<file path="config.mk">
export PLATFORM = sky130hd
export DESIGN_NAME = lgc_regs
export DESIGN_NICKNAME = d
export VERILOG_FILES = /design/src/design/lgc_pkg.sv /design/src/design/lgc_regs.sv
export SDC_FILE = /design/constraint.sdc
export NUM_CORES = 1
export LEC_CHECK = 0
export ABC_AREA = 1
export ABC_CLOCK_PERIOD_IN_PS = 3200
export BUFFER_PORTS_ARGS = -buffer_cell sky130_fd_sc_hd__buf_2
export CAP_MARGIN = 0
export CORE_ASPECT_RATIO = 1.75
export CORE_MARGIN = 2
export CORE_UTILIZATION = 43
export DETAILED_ROUTE_END_ITERATION = 12
export PLACE_DENSITY_LB_ADDON = 0.1
export SLEW_MARGIN = 20
export SYNTH_ARGS = -nofsm -noshare
export SYNTH_HDL_FRONTEND = slang
export SYNTH_SLANG_ARGS = --single-unit
</file>
<file path="constraint.sdc">
create_clock -name hclk -period 3.2 [get_ports hclk]
set_input_delay 0.32 -clock hclk [delete_from_list [all_inputs] [get_ports hclk]]
set_output_delay 0.32 -clock hclk [all_outputs]
set_load 0.02 [all_outputs]
</file>
<file path="src/design/lgc_pkg.sv">
// Package for the line interface global control register bank.
// Assumes an AHB-Lite slave with 32-bit data, one register per aligned word.
package lgc_pkg;

  // ----------------------------------------------------------------------
  // Register indices (byte address is four times the index)
  // ----------------------------------------------------------------------
  localparam logic [7:0] IDX_SILICON_REVISION   = 8'h00;
  localparam logic [7:0] IDX_SOFT_RESET         = 8'h01;
  localparam logic [7:0] IDX_GLOBAL_CONFIG      = 8'h02;
  localparam logic [7:0] IDX_LINE_IMPEDANCE     = 8'h03;
  localparam logic [7:0] IDX_JITTER_ATTEN       = 8'h04;
  localparam logic [7:0] IDX_LOOP_CODE_LENGTH   = 8'h0f;
  localparam logic [7:0] IDX_TX_LOOP_CODE       = 8'h10;
  localparam logic [7:0] IDX_RX_LOOP_ACT        = 8'h11;
  localparam logic [7:0] IDX_RX_LOOP_DEACT      = 8'h12;
  localparam logic [7:0] IDX_ERR_INS_CNT_CTRL   = 8'h13;
  localparam logic [7:0] IDX_IRQ_MASK_0         = 8'h14;
  localparam logic [7:0] IDX_IRQ_MASK_1         = 8'h15;
  localparam logic [7:0] IDX_IRQ_EDGE_SELECT    = 8'h16;
  localparam logic [7:0] IDX_LINE_STATUS_0      = 8'h17;
  localparam logic [7:0] IDX_LINE_STATUS_1      = 8'h18;
  localparam logic [7:0] IDX_IRQ_STATUS_0       = 8'h19;
  localparam logic [7:0] IDX_IRQ_STATUS_1       = 8'h1a;
  localparam logic [7:0] IDX_ERROR_COUNT_LOW    = 8'h1b;
  localparam logic [7:0] IDX_ERROR_COUNT_HIGH   = 8'h1c;

  // ----------------------------------------------------------------------
  // Field positions and reset values
  // ----------------------------------------------------------------------
  localparam int         POS_LINE_STD     = 2;
  localparam int         POS_JIT_LIMIT    = 5;
  localparam logic [7:0] GCF_WMASK        = 8'h07;
  localparam logic [7:0] TERM_WMASK       = 8'h3f;
  localparam logic [7:0] JITTER_ATTEN_CONFIG_WMASK       = 8'h3f;
  localparam logic [7:0] LCL_WMASK        = 8'h3f;
  localparam logic [7:0] ERRC_WMASK       = 8'h7f;
  localparam logic [7:0] LINE_STATUS_1_MASK       = 8'h3f;
  localparam logic [7:0] RST_GLOBAL_CFG   = 8'h00;
  localparam logic [7:0] RST_TERM         = 8'h00;
  localparam logic [7:0] RST_JITTER_ATTEN_CONFIG         = 8'h20;
  localparam logic [7:0] RST_ZERO         = 8'h00;
  localparam logic [31:0] HRDATA_ZERO     = 32'h0000_0000;

  // ----------------------------------------------------------------------
  // Settling time after a line standard change
  // ----------------------------------------------------------------------
  localparam int CLK_PERIOD_PS   = 5000;
  localparam int SETTLE_TIME_US  = 50;
  localparam int SETTLE_CYCLES   = (SETTLE_TIME_US * 1000000 + CLK_PERIOD_PS - 1) / CLK_PERIOD_PS;

  // ----------------------------------------------------------------------
  // Decoded configuration carried to the line logic
  // ----------------------------------------------------------------------
  typedef enum logic [1:0] {
    LGC_JA_OFF = 2'b00,
    LGC_JA_TX  = 2'b01,
    LGC_JA_RX  = 2'b10
  } lgc_ja_place_e;

  typedef enum logic [1:0] {
    LGC_IMP_75  = 2'b00,
    LGC_IMP_120 = 2'b01,
    LGC_IMP_100 = 2'b10,
    LGC_IMP_110 = 2'b11
  } lgc_imp_e;

  typedef struct packed {
    logic          line_standard_select;
    logic          tx_external;
    lgc_imp_e      tx_impedance;
    logic          rx_external;
    lgc_imp_e      rx_impedance;
    logic          jitter_limit_mode;
    lgc_ja_place_e jitter_atten_placement;
    logic [7:0]    jitter_atten_depth;
    logic          jitter_bandwidth_select;
  } lgc_cfg_s;

  typedef enum logic [1:0] {
    LGC_ST_IDLE  = 2'b00,
    LGC_ST_WRITE = 2'b01,
    LGC_ST_READ  = 2'b10
  } lgc_phase_e;

endpackage : lgc_pkg

</file>
<file path="src/design/lgc_regs.sv">
// Global control register bank of a single channel T1/E1/J1 line interface.
// Assumes one AHB-Lite master, hclk at 200 MHz, line logic feeding events and status.
// Contract
// - Any write to the soft reset register returns every register to its default, except the line standard select bit.
// - The soft reset leaves the line standard select bit as last written.
// - After any reset every line driver output is put in high impedance.
// - The soft reset register stores nothing; a write only triggers the reset.
// - The revision register is read-only and returns the 8-bit identification code.
// - Global configuration bit 2 selects E1 when 0 and T1/J1 when 1.
// - The interrupt pin field gives open-drain low for x0, push-pull low for 01, push-pull high for 11.
// - Transmit termination bits 5-3 pick 75, 120, 100 or 110 ohms, or external for 1xx.
// - Receive termination bits 2-0 pick 75, 120, 100 or 110 ohms, or external for 1xx.
// - Jitter configuration bit 5 selects limit mode when set, resets to 1.
// - Jitter placement 00 or 10 disables, 01 puts it in transmit, 11 in receive.
// - Jitter depth 00 gives 128 bits, 01 gives 64 bits, 1x gives 32 bits.
// - Jitter bandwidth bit selects the low corner when 0 and the high one when 1.
//
// Chosen here: the AHB-Lite slave port.
`timescale 1ns/1ps
`default_nettype none

module lgc_regs
  import lgc_pkg::*;
#(
  parameter logic [7:0] SILICON_REVISION_CODE = 8'h5a, // Arbitrary value.
  parameter int         SETTLE_COUNT          = SETTLE_CYCLES
) (
  // Clock and reset
  input  wire  logic        hclk,
  input  wire  logic        hresetn,
  // AHB-Lite slave
  input  wire  logic        hsel,
  input  wire  logic [31:0] haddr,
  input  wire  logic [1:0]  htrans,
  input  wire  logic        hwrite,
  input  wire  logic [2:0]  hsize,
  input  wire  logic [31:0] hwdata,
  input  wire  logic        hready,
  output var   logic [31:0] hrdata,
  output var   logic        hreadyout,
  output var   logic        hresp,
  // Line side status and events
  input  wire  logic [7:0]  line_status_0,
  input  wire  logic [7:0]  line_status_1,
  input  wire  logic [15:0] irq_event,
  input  wire  logic [15:0] error_count,
  // Decoded configuration and driver control
  output var   lgc_cfg_s    cfg,
  output var   logic        line_driver_hiz,
  output var   logic        soft_reset_pulse,
  output var   logic        settle_busy,
  // Interrupt pin, two signals
  output var   logic        irq_o,
  output var   logic        irq_oe
);

  // ----------------------------------------------------------------------
  // Field decoders
  // ----------------------------------------------------------------------
  // Only the low two bits choose an internal value; the top bit of the field
  // travels on its own as the external resistor flag, so it is not read here.
  function automatic lgc_imp_e imp_dec(input logic [2:0] f);
    return lgc_imp_e'(f[1:0]);
  endfunction

  // Depth goes out as the bit count itself, so the line logic needs no decode.
  function automatic logic [7:0] depth_dec(input logic [1:0] f);
    if (f[1]) begin
      return 8'h20;
    end else if (f[0]) begin
      return 8'h40;
    end
    return 8'h80;
  endfunction

  // Bit 3 alone enables the attenuator; bit 4 then only picks the path.
  function automatic lgc_ja_place_e place_dec(input logic [1:0] f);
    if (!f[0]) begin
      return LGC_JA_OFF;
    end
    return f[1] ? LGC_JA_RX : LGC_JA_TX;
  endfunction

  // ----------------------------------------------------------------------
  // Decoded view of the register defaults
  // ----------------------------------------------------------------------
  // The decoded outputs show the register defaults while hard reset is held,
  // so the line logic never sees limit mode off or a zero depth before the
  // first clock edge.
  localparam lgc_cfg_s CFG_RST = '{
    line_standard_select:    RST_GLOBAL_CFG[POS_LINE_STD],
    tx_external:             RST_TERM[5],
    tx_impedance:            imp_dec(RST_TERM[5:3]),
    rx_external:             RST_TERM[2],
    rx_impedance:            imp_dec(RST_TERM[2:0]),
    jitter_limit_mode:       RST_JITTER_ATTEN_CONFIG[POS_JIT_LIMIT],
    jitter_atten_placement:  place_dec(RST_JITTER_ATTEN_CONFIG[4:3]),
    jitter_atten_depth:      depth_dec(RST_JITTER_ATTEN_CONFIG[2:1]),
    jitter_bandwidth_select: RST_JITTER_ATTEN_CONFIG[0]
  };

  // ----------------------------------------------------------------------
  // Bus phase capture
  // ----------------------------------------------------------------------
  lgc_phase_e  phase_r, phase_nxt;
  logic [7:0]  idx_r, idx_nxt;
  logic        addr_ok;

  // Misaligned addresses and those above 0x3ff are dropped here, so they neither write
  // nor clear status; the bus still answers OKAY. hsize is not decoded: every
  // register sits in the low byte of its word, so any access size that reaches
  // that byte behaves the same.
  always_comb begin
    addr_ok   = (haddr[1:0] == 2'b00) && (haddr[31:10] == 22'h0);
    phase_nxt = LGC_ST_IDLE;
    idx_nxt   = idx_r;
    if (hsel && hready && htrans[1] && addr_ok) begin
      phase_nxt = hwrite ? LGC_ST_WRITE : LGC_ST_READ;
      idx_nxt   = haddr[9:2];
    end
  end

  always_ff @(posedge hclk or negedge hresetn) begin
    if (!hresetn) begin
      phase_r <= LGC_ST_IDLE;
      idx_r   <= 8'h00;
    end else begin
      phase_r <= phase_nxt;
      idx_r   <= idx_nxt;
    end
  end

  // ----------------------------------------------------------------------
  // Register file
  // ----------------------------------------------------------------------
  logic [7:0] gcf_r, gcf_nxt;
  logic [7:0] term_r, term_nxt;
  logic [7:0] jitter_atten_config_r, jitter_atten_config_nxt;
  logic [7:0] lcl_r, lcl_nxt;
  logic [7:0] tx_code_r, tx_code_nxt;
  logic [7:0] act_code_r, act_code_nxt;
  logic [7:0] deact_code_r, deact_code_nxt;
  logic [7:0] errc_r, errc_nxt;
  logic [7:0] mask0_r, mask0_nxt;
  logic [7:0] mask1_r, mask1_nxt;
  logic [7:0] edge_r, edge_nxt;
  // Both status bytes live in one word so that the mask and the interrupt
  // level are formed in a single step.
  logic [15:0] ists_r, ists_nxt;
  logic [7:0] wd;
  logic       wr;
  logic       rd;
  logic       srst;

  always_comb begin
    wd   = hwdata[7:0];
    wr   = (phase_r == LGC_ST_WRITE);
    rd   = (phase_r == LGC_ST_READ);
    srst = wr && (idx_r == IDX_SOFT_RESET);
    gcf_nxt        = gcf_r;
    term_nxt       = term_r;
    jitter_atten_config_nxt       = jitter_atten_config_r;
    lcl_nxt        = lcl_r;
    tx_code_nxt    = tx_code_r;
    act_code_nxt   = act_code_r;
    deact_code_nxt = deact_code_r;
    errc_nxt       = errc_r;
    mask0_nxt      = mask0_r;
    mask1_nxt      = mask1_r;
    edge_nxt       = edge_r;
    ists_nxt       = ists_r;
    if (rd && (idx_r == IDX_IRQ_STATUS_0)) begin
      ists_nxt[7:0] = 8'h00;
    end
    if (rd && (idx_r == IDX_IRQ_STATUS_1)) begin
      ists_nxt[15:8] = 8'h00;
    end
    // Set after clear so an event in the read cycle is kept.
    ists_nxt = ists_nxt | irq_event;
    if (wr) begin
      case (idx_r)
        IDX_GLOBAL_CONFIG:    gcf_nxt        = wd & GCF_WMASK;
        IDX_LINE_IMPEDANCE:   term_nxt       = wd & TERM_WMASK;
        IDX_JITTER_ATTEN:     jitter_atten_config_nxt       = wd & JITTER_ATTEN_CONFIG_WMASK;
        IDX_LOOP_CODE_LENGTH: lcl_nxt        = wd & LCL_WMASK;
        IDX_TX_LOOP_CODE:     tx_code_nxt    = wd;
        IDX_RX_LOOP_ACT:      act_code_nxt   = wd;
        IDX_RX_LOOP_DEACT:    deact_code_nxt = wd;
        IDX_ERR_INS_CNT_CTRL: errc_nxt       = wd & ERRC_WMASK;
        IDX_IRQ_MASK_0:       mask0_nxt      = wd;
        IDX_IRQ_MASK_1:       mask1_nxt      = wd;
        IDX_IRQ_EDGE_SELECT:  edge_nxt       = wd;
        // Read-only and write-only indices land here and store nothing.
        default: begin
        end
      endcase
    end
    // The bus phase registers are left alone so the transfer in flight ends
    // normally; an event in this cycle is kept, as on a status read.
    if (srst) begin
      gcf_nxt        = (RST_GLOBAL_CFG & ~(8'h01 << POS_LINE_STD)) | (gcf_r & (8'h01 << POS_LINE_STD));
      term_nxt       = RST_TERM;
      jitter_atten_config_nxt       = RST_JITTER_ATTEN_CONFIG;
      lcl_nxt        = RST_ZERO;
      tx_code_nxt    = RST_ZERO;
      act_code_nxt   = RST_ZERO;
      deact_code_nxt = RST_ZERO;
      errc_nxt       = RST_ZERO;
      mask0_nxt      = RST_ZERO;
      mask1_nxt      = RST_ZERO;
      edge_nxt       = RST_ZERO;
      ists_nxt       = irq_event;
    end
  end

  always_ff @(posedge hclk or negedge hresetn) begin
    if (!hresetn) begin
      gcf_r        <= RST_GLOBAL_CFG;
      term_r       <= RST_TERM;
      jitter_atten_config_r       <= RST_JITTER_ATTEN_CONFIG;
      lcl_r        <= RST_ZERO;
      tx_code_r    <= RST_ZERO;
      act_code_r   <= RST_ZERO;
      deact_code_r <= RST_ZERO;
      errc_r       <= RST_ZERO;
      mask0_r      <= RST_ZERO;
      mask1_r      <= RST_ZERO;
      edge_r       <= RST_ZERO;
      ists_r       <= 16'h0000;
    end else begin
      gcf_r        <= gcf_nxt;
      term_r       <= term_nxt;
      jitter_atten_config_r       <= jitter_atten_config_nxt;
      lcl_r        <= lcl_nxt;
      tx_code_r    <= tx_code_nxt;
      act_code_r   <= act_code_nxt;
      deact_code_r <= deact_code_nxt;
      errc_r       <= errc_nxt;
      mask0_r      <= mask0_nxt;
      mask1_r      <= mask1_nxt;
      edge_r       <= edge_nxt;
      ists_r       <= ists_nxt;
    end
  end

  // ----------------------------------------------------------------------
  // Read data
  // ----------------------------------------------------------------------
  logic [31:0] hrdata_nxt;
  logic [7:0]  rsel;

  always_comb begin
    case (idx_nxt)
      IDX_SILICON_REVISION: rsel = SILICON_REVISION_CODE;
      IDX_GLOBAL_CONFIG:    rsel = gcf_nxt;
      IDX_LINE_IMPEDANCE:   rsel = term_nxt;
      IDX_JITTER_ATTEN:     rsel = jitter_atten_config_nxt;
      IDX_LOOP_CODE_LENGTH: rsel = lcl_nxt;
      IDX_TX_LOOP_CODE:     rsel = tx_code_nxt;
      IDX_RX_LOOP_ACT:      rsel = act_code_nxt;
      IDX_RX_LOOP_DEACT:    rsel = deact_code_nxt;
      IDX_ERR_INS_CNT_CTRL: rsel = errc_nxt;
      IDX_IRQ_MASK_0:       rsel = mask0_nxt;
      IDX_IRQ_MASK_1:       rsel = mask1_nxt;
      IDX_IRQ_EDGE_SELECT:  rsel = edge_nxt;
      IDX_LINE_STATUS_0:    rsel = line_status_0;
      IDX_LINE_STATUS_1:    rsel = line_status_1 & LINE_STATUS_1_MASK;
      IDX_IRQ_STATUS_0:     rsel = ists_nxt[7:0];
      IDX_IRQ_STATUS_1:     rsel = ists_nxt[15:8];
      IDX_ERROR_COUNT_LOW:  rsel = error_count[7:0];
      IDX_ERROR_COUNT_HIGH: rsel = error_count[15:8];
      default:              rsel = 8'h00;
    endcase
    hrdata_nxt = HRDATA_ZERO;
    if (phase_nxt == LGC_ST_READ) begin
      hrdata_nxt = {24'h000000, rsel};
    end
  end

  // Read data is sampled a cycle early from the next-state values at the end of the address
  // phase; the clear-on-read of status lands one edge later, at the end of the data phase.
  always_ff @(posedge hclk or negedge hresetn) begin
    if (!hresetn) begin
      hrdata <= HRDATA_ZERO;
    end else begin
      hrdata <= hrdata_nxt;
    end
  end

  // ----------------------------------------------------------------------
  // Settling timer after a line standard change
  // ----------------------------------------------------------------------
  // A 32-bit count lets SETTLE_COUNT grow for a faster clock with no change
  // here, at the cost of a few spare flops. The timer does not lock the bus:
  // keeping to the wait is the host's job, settle_busy only shows the wait.
  logic [31:0] settle_cnt_r, settle_cnt_nxt;

  always_comb begin
    settle_cnt_nxt = settle_cnt_r;
    // Only a real change of the standard bit starts the wait.
    if (gcf_nxt[POS_LINE_STD] != gcf_r[POS_LINE_STD]) begin
      settle_cnt_nxt = 32'(SETTLE_COUNT);
    end else if (settle_cnt_r != 32'h0) begin
      settle_cnt_nxt = settle_cnt_r - 32'h1;
    end
  end

  always_ff @(posedge hclk or negedge hresetn) begin
    if (!hresetn) begin
      settle_cnt_r <= 32'h0;
    end else begin
      settle_cnt_r <= settle_cnt_nxt;
    end
  end

  // ----------------------------------------------------------------------
  // Decoded outputs and interrupt pin
  // ----------------------------------------------------------------------
  // hreadyout and hresp are registered constants: the bank answers every
  // transfer at once and never signals an error.
  lgc_cfg_s cfg_nxt;
  logic     irq_act;
  logic     irq_o_nxt;
  logic     irq_oe_nxt;

  always_comb begin
    cfg_nxt.line_standard_select    = gcf_nxt[POS_LINE_STD];
    cfg_nxt.tx_external             = term_nxt[5];
    cfg_nxt.tx_impedance            = imp_dec(term_nxt[5:3]);
    cfg_nxt.rx_external             = term_nxt[2];
    cfg_nxt.rx_impedance            = imp_dec(term_nxt[2:0]);
    cfg_nxt.jitter_limit_mode       = jitter_atten_config_nxt[POS_JIT_LIMIT];
    cfg_nxt.jitter_atten_placement  = place_dec(jitter_atten_config_nxt[4:3]);
    cfg_nxt.jitter_atten_depth      = depth_dec(jitter_atten_config_nxt[2:1]);
    cfg_nxt.jitter_bandwidth_select = jitter_atten_config_nxt[0];
    // In open-drain mode the pin is only ever pulled low and the pull-up gives
    // the idle level, so the value stays 0 and the enable carries the request.
    irq_act    = |(ists_nxt & ~{mask1_nxt, mask0_nxt});
    irq_o_nxt  = 1'b0;
    irq_oe_nxt = 1'b0;
    if (!gcf_nxt[0]) begin
      irq_oe_nxt = irq_act;
    end else begin
      irq_oe_nxt = 1'b1;
      irq_o_nxt  = gcf_nxt[1] ? irq_act : !irq_act;
    end
  end

  always_ff @(posedge hclk or negedge hresetn) begin
    if (!hresetn) begin
      cfg              <= CFG_RST;
      line_driver_hiz  <= 1'b1;
      soft_reset_pulse <= 1'b0;
      settle_busy      <= 1'b0;
      irq_o            <= 1'b0;
      irq_oe           <= 1'b0;
      hreadyout        <= 1'b1;
      hresp            <= 1'b0;
    end else begin
      cfg              <= cfg_nxt;
      line_driver_hiz  <= srst;
      soft_reset_pulse <= srst;
      settle_busy      <= (settle_cnt_nxt != 32'h0);
      irq_o            <= irq_o_nxt;
      irq_oe           <= irq_oe_nxt;
      hreadyout        <= 1'b1;
      hresp            <= 1'b0;
    end
  end

endmodule // lgc_regs

`default_nettype wire

</file>
==> impl_metrics.prom <==
# TYPE chip_impl_metric gauge
chip_impl_metric{name="finalMaxSlewViolations",unit=""} 0
chip_impl_metric{name="core_area",unit="um^2"} 22070
chip_impl_metric{name="asyncSetResetFlopFracSynth",unit="%"} 100.0
chip_impl_metric{name="cells_after_synth",unit=""} 1327
chip_impl_metric{name="die_area",unit="um^2"} 23650
chip_impl_metric{name="power_density",unit="nW/um^2"} 419.1
chip_impl_metric{name="cts_buffer_depth",unit=""} 2
chip_impl_metric{name="leakage",unit="nW"} 5.761
chip_impl_metric{name="drt_wl_total",unit="mm"} 32.50
chip_impl_metric{name="grt_start_max_net_pins",unit=""} 72
chip_impl_metric{name="postLayoutCellArea",unit="um^2"} 11110
chip_impl_metric{name="initial_core_util",unit="%"} 43.63
chip_impl_metric{name="worst-endpoint-arrival",unit="ns"} 2.98
chip_impl_info{name="holdCritPathClass",value="input port to flop"} 1
chip_impl_info{name="rsz0062_at_grt",value="false"} 1
chip_impl_metric{name="cpPeakStageDelay",unit="ns"} 0.40
chip_impl_metric{name="share_of_layout_cells_above_drive_strength_1",unit="%"} 16.75
chip_impl_metric{name="cts_repair_resize_count",unit=""} 0
chip_impl_metric{name="layout_setup_ws",unit="ns"} 0.5172
chip_impl_metric{name="timing.final.crit_share",unit="%"} 83.84
chip_impl_metric{name="totalPowerFinal",unit="mW"} 4.656
chip_impl_info{name="layout_commonest_cell",value="sky130_fd_sc_hd__nand2_1"} 1
chip_impl_metric{name="irDropWorstVdd",unit="V"} 0.0003465
chip_impl_info{name="run_status",value="completed"} 1
chip_impl_info{name="largest_registers_ranked_by_flip_flop_count",value="settle_cnt_r: 32 flops, ists_r: 16 flops"} 1
chip_impl_metric{name="global_route.usage.total",unit="%"} 28.40
chip_impl_metric{name="maxClockFrequency",unit="MHz"} 372.7
chip_impl_metric{name="synthToLayoutAreaGrowth",unit="%"} 15.37
chip_impl_metric{name="number_of_nets_in_the_layout",unit=""} 1580
chip_impl_metric{name="drt_first_pass_iters",unit=""} 5
chip_impl_info{name="top_register",value="settle_cnt_r"} 1
chip_impl_metric{name="hold_viol_final",unit=""} 0
chip_impl_metric{name="syn_avg_cell_area",unit="um^2"} 7.256
chip_impl_metric{name="antenna_left",unit=""} 0
chip_impl_metric{name="max-slew-margin-rel",unit="%"} 40.81
chip_impl_metric{name="hpwl",unit="mm"} 25.30
chip_impl_metric{name="tns",unit="ns"} 0
chip_impl_metric{name="worst_setup_hold_path_clk_slew",unit="ns"} 0.06
chip_impl_metric{name="final_util",unit="%"} 50.33
chip_impl_metric{name="seq_area_frac_synth",unit="%"} 42.40
chip_impl_metric{name="floorplan.io_pins",unit=""} 180
chip_impl_metric{name="worst-endpoint-required",unit="ns"} 3.50
chip_impl_metric{name="timing.final.setup_violations",unit=""} 0
chip_impl_metric{name="diodes",unit=""} 0
chip_impl_metric{name="tightest_slew",unit="ns"} 0.8845
chip_impl_metric{name="area_of_placed_instances",unit="um^2"} 10520
chip_impl_metric{name="floorplan.die.width",unit="um"} 117.1
chip_impl_metric{name="yosys_warnings",unit=""} 0
chip_impl_metric{name="grt_pass1_wl",unit="mm"} 49.43
chip_impl_metric{name="number_of_standard_cell_rows_in_the_floorplan",unit=""} 72
chip_impl_metric{name="pre_cts_slack",unit="ns"} 0.1911
chip_impl_info{name="most-common-layout-cells",value="sky130_fd_sc_hd__nand2_1 (294), sky130_fd_sc_hd__nor2_1 (245), sky130_fd_sc_hd__dfrtp_1 (160)"} 1
chip_impl_info{name="critical_path_class",value="flop to flop"} 1
chip_impl_info{name="cts_root_cell",value="sky130_fd_sc_hd__clkbuf_16"} 1
chip_impl_metric{name="global_route.overflow_total",unit=""} 0
chip_impl_info{name="timing.critical_path.to_type",value="flop"} 1
chip_impl_metric{name="cts_buffers",unit=""} 17
chip_impl_metric{name="antenna_found_initial",unit=""} 0
chip_impl_metric{name="synth_seq_cells",unit=""} 163
chip_impl_info{name="cts_tree",value="yes"} 1
chip_impl_metric{name="viasPerCell",unit=""} 5.168
chip_impl_metric{name="ff_to_ff_setup_slack",unit="ns"} 0.52
chip_impl_metric{name="detailedRoute.firstIterationViolations",unit=""} 644
chip_impl_metric{name="drv_cap",unit=""} 0
chip_impl_metric{name="remaining_drc_errors",unit=""} 0
chip_impl_info{name="timing.critical_path.cells",value="inv_1 > nand3_4 > inv_1 > nand3_1 > nor3_1 > buf_4 > o21ai_2 > o21ai_0 > nor2_1 > nand2_1 > nor2_1 > nand3b_1 > nor2_1 > nand3_1"} 1
chip_impl_metric{name="detail_routed_net_length_per_standard_cell",unit="um"} 18.41
chip_impl_metric{name="cts_htree_levels",unit=""} 4
chip_impl_metric{name="num_vias",unit=""} 9121
chip_impl_metric{name="globalplace.congestion",unit=""} 0.9661
chip_impl_metric{name="synthDistinctLibCells",unit=""} 47
chip_impl_info{name="crit_slowest_cell",value="sky130_fd_sc_hd__o21ai_2"} 1
chip_impl_metric{name="critPathMaxFanout",unit=""} 11
chip_impl_metric{name="timing.final.crit_period",unit="ns"} 2.683
chip_impl_info{name="synthFlopType",value="sky130_fd_sc_hd__dfrtp_1"} 1
chip_impl_metric{name="first_global_vias",unit=""} 9056
chip_impl_metric{name="clock_latency",unit="ns"} 0.44
chip_impl_metric{name="synth_edf_count",unit=""} 0
chip_impl_metric{name="largest_register_ffs",unit=""} 32
chip_impl_metric{name="worst_clock_skew",unit="ns"} 0.01087
chip_impl_info{name="cp-start-kind",value="flop"} 1
chip_impl_metric{name="floorplan.die.height",unit="um"} 202.0
chip_impl_metric{name="cts.repair_timing.setup_buffer_count",unit=""} 0
chip_impl_metric{name="placement.io_buffers",unit=""} 118
chip_impl_metric{name="clock_sinks",unit=""} 163
chip_impl_metric{name="synthesis.area",unit="um^2"} 9629
chip_impl_info{name="critPathMostFrequentCell",value="sky130_fd_sc_hd__nor2_1"} 1
[metal layers]
layer	up-vias	wire [um]	track usage [%]
met3	108	1366	4.588
li1	4446	-	-
met4	0	2530	19.71
met5	-	0	0
met2	298	17130	50.41
met1	4269	11470	29.61
[through the flow]
step                      std cells  hold slack [ns]
final                          1765          0.08320
after global routing           1765          0.07902
after CTS                      1765          0.06427
after detailed placement       1732           0.3967
after global placement         1732           0.3936
after floorplan                1356          0.02441
[Yosys cell counts (6+ instances only)]
cell,instances,area [um^2]
sky130_fd_sc_hd__nand2_1,294,1104
sky130_fd_sc_hd__nor2_1,245,919.6
sky130_fd_sc_hd__dfrtp_1,160,4004
sky130_fd_sc_hd__nand3_1,137,685.7
sky130_fd_sc_hd__inv_1,136,510.5
sky130_fd_sc_hd__buf_4,44,330.3
sky130_fd_sc_hd__o21ai_0,44,220.2
sky130_fd_sc_hd__a211oi_1,32,240.2
sky130_fd_sc_hd__a21oi_1,28,140.1
sky130_fd_sc_hd__nand4_1,20,125.1
sky130_fd_sc_hd__buf_2,18,90.09
sky130_fd_sc_hd__nand3b_1,16,120.1
sky130_fd_sc_hd__xor2_1,15,131.4
sky130_fd_sc_hd__nor3_1,14,70.07
sky130_fd_sc_hd__inv_2,13,48.80
sky130_fd_sc_hd__nor2_2,13,81.33
sky130_fd_sc_hd__o22ai_1,10,62.56
sky130_fd_sc_hd__xnor2_1,9,78.83
sky130_fd_sc_hd__nor2_4,7,78.83
sky130_fd_sc_hd__or2_2,7,43.79
sky130_fd_sc_hd__a31o_1,6,52.55
sky130_fd_sc_hd__clkbuf_1,6,22.52
sky130_fd_sc_hd__nand2_2,6,37.54
[what timing repair did]
action                                  CTS  global route
endpoints found under the hold margin    66             0
hold buffers                              1             0
endpoints found under the setup margin    0             0
[final timing paths]
path / startpoint / to / cells after the start
min: hwrite / phase_r[1] / 2
min reg2reg: term_r[7] / term_r[7] / 1
max in group asynchronous: hresetn / ists_r[5] / 3
max: idx_r[4] / settle_busy / 14
max reg2reg: idx_r[4] / settle_busy / 14
min in group asynchronous: hresetn / settle_cnt_r[13] / 2
[power breakdown]
group | leakage [nW] | internal [mW] | switching (mW)
Sequential | 1.87 | 2.11 | 0.0659
Combinational | 3.62 | 0.154 | 0.280
Clock | 0.273 | 1.17 | 0.873
Total | 5.76 | 3.44 | 1.22
[cell type report]
type / instances / area (um^2)
clock buffer: 20 / 446.7
sequential: 163 / 4083
inverter: 151 / 569.3
timing repair buffer: 156 / 909.6
fill: 2323 / 10960
clock inverter: 12 / 131.4
tap: 296 / 370.4
multi-input combinational: 967 / 4599
[cell families (layout without fill, tap and decap cells)]
kind of cell | Yosys count | after routing | synth area share (%)
simple gates | 774 | 774 | 35.32
buf+inv | 226 | 339 | 11.02
flops | 163 | 163 | 42.40
compound gates | 136 | 136 | 8.745
xor+xnor | 24 | 24 | 2.183
fa+ha+maj | 2 | 2 | 0.2598
other cells | 2 | 31 | 0.07799
[worst max-delay path, delay by kind of cell, from the launching register on]
| family | cells | cell delay (ns) |
|---|---|---|
| buffers and inverters | 3 | 0.32 |
| AO/OA/AOI/OAI | 2 | 0.62 |
| AND/OR/NAND/NOR | 9 | 1.20 |
| flip-flops | 1 | 0.39 |
Power figures use the tool's default switching activity.
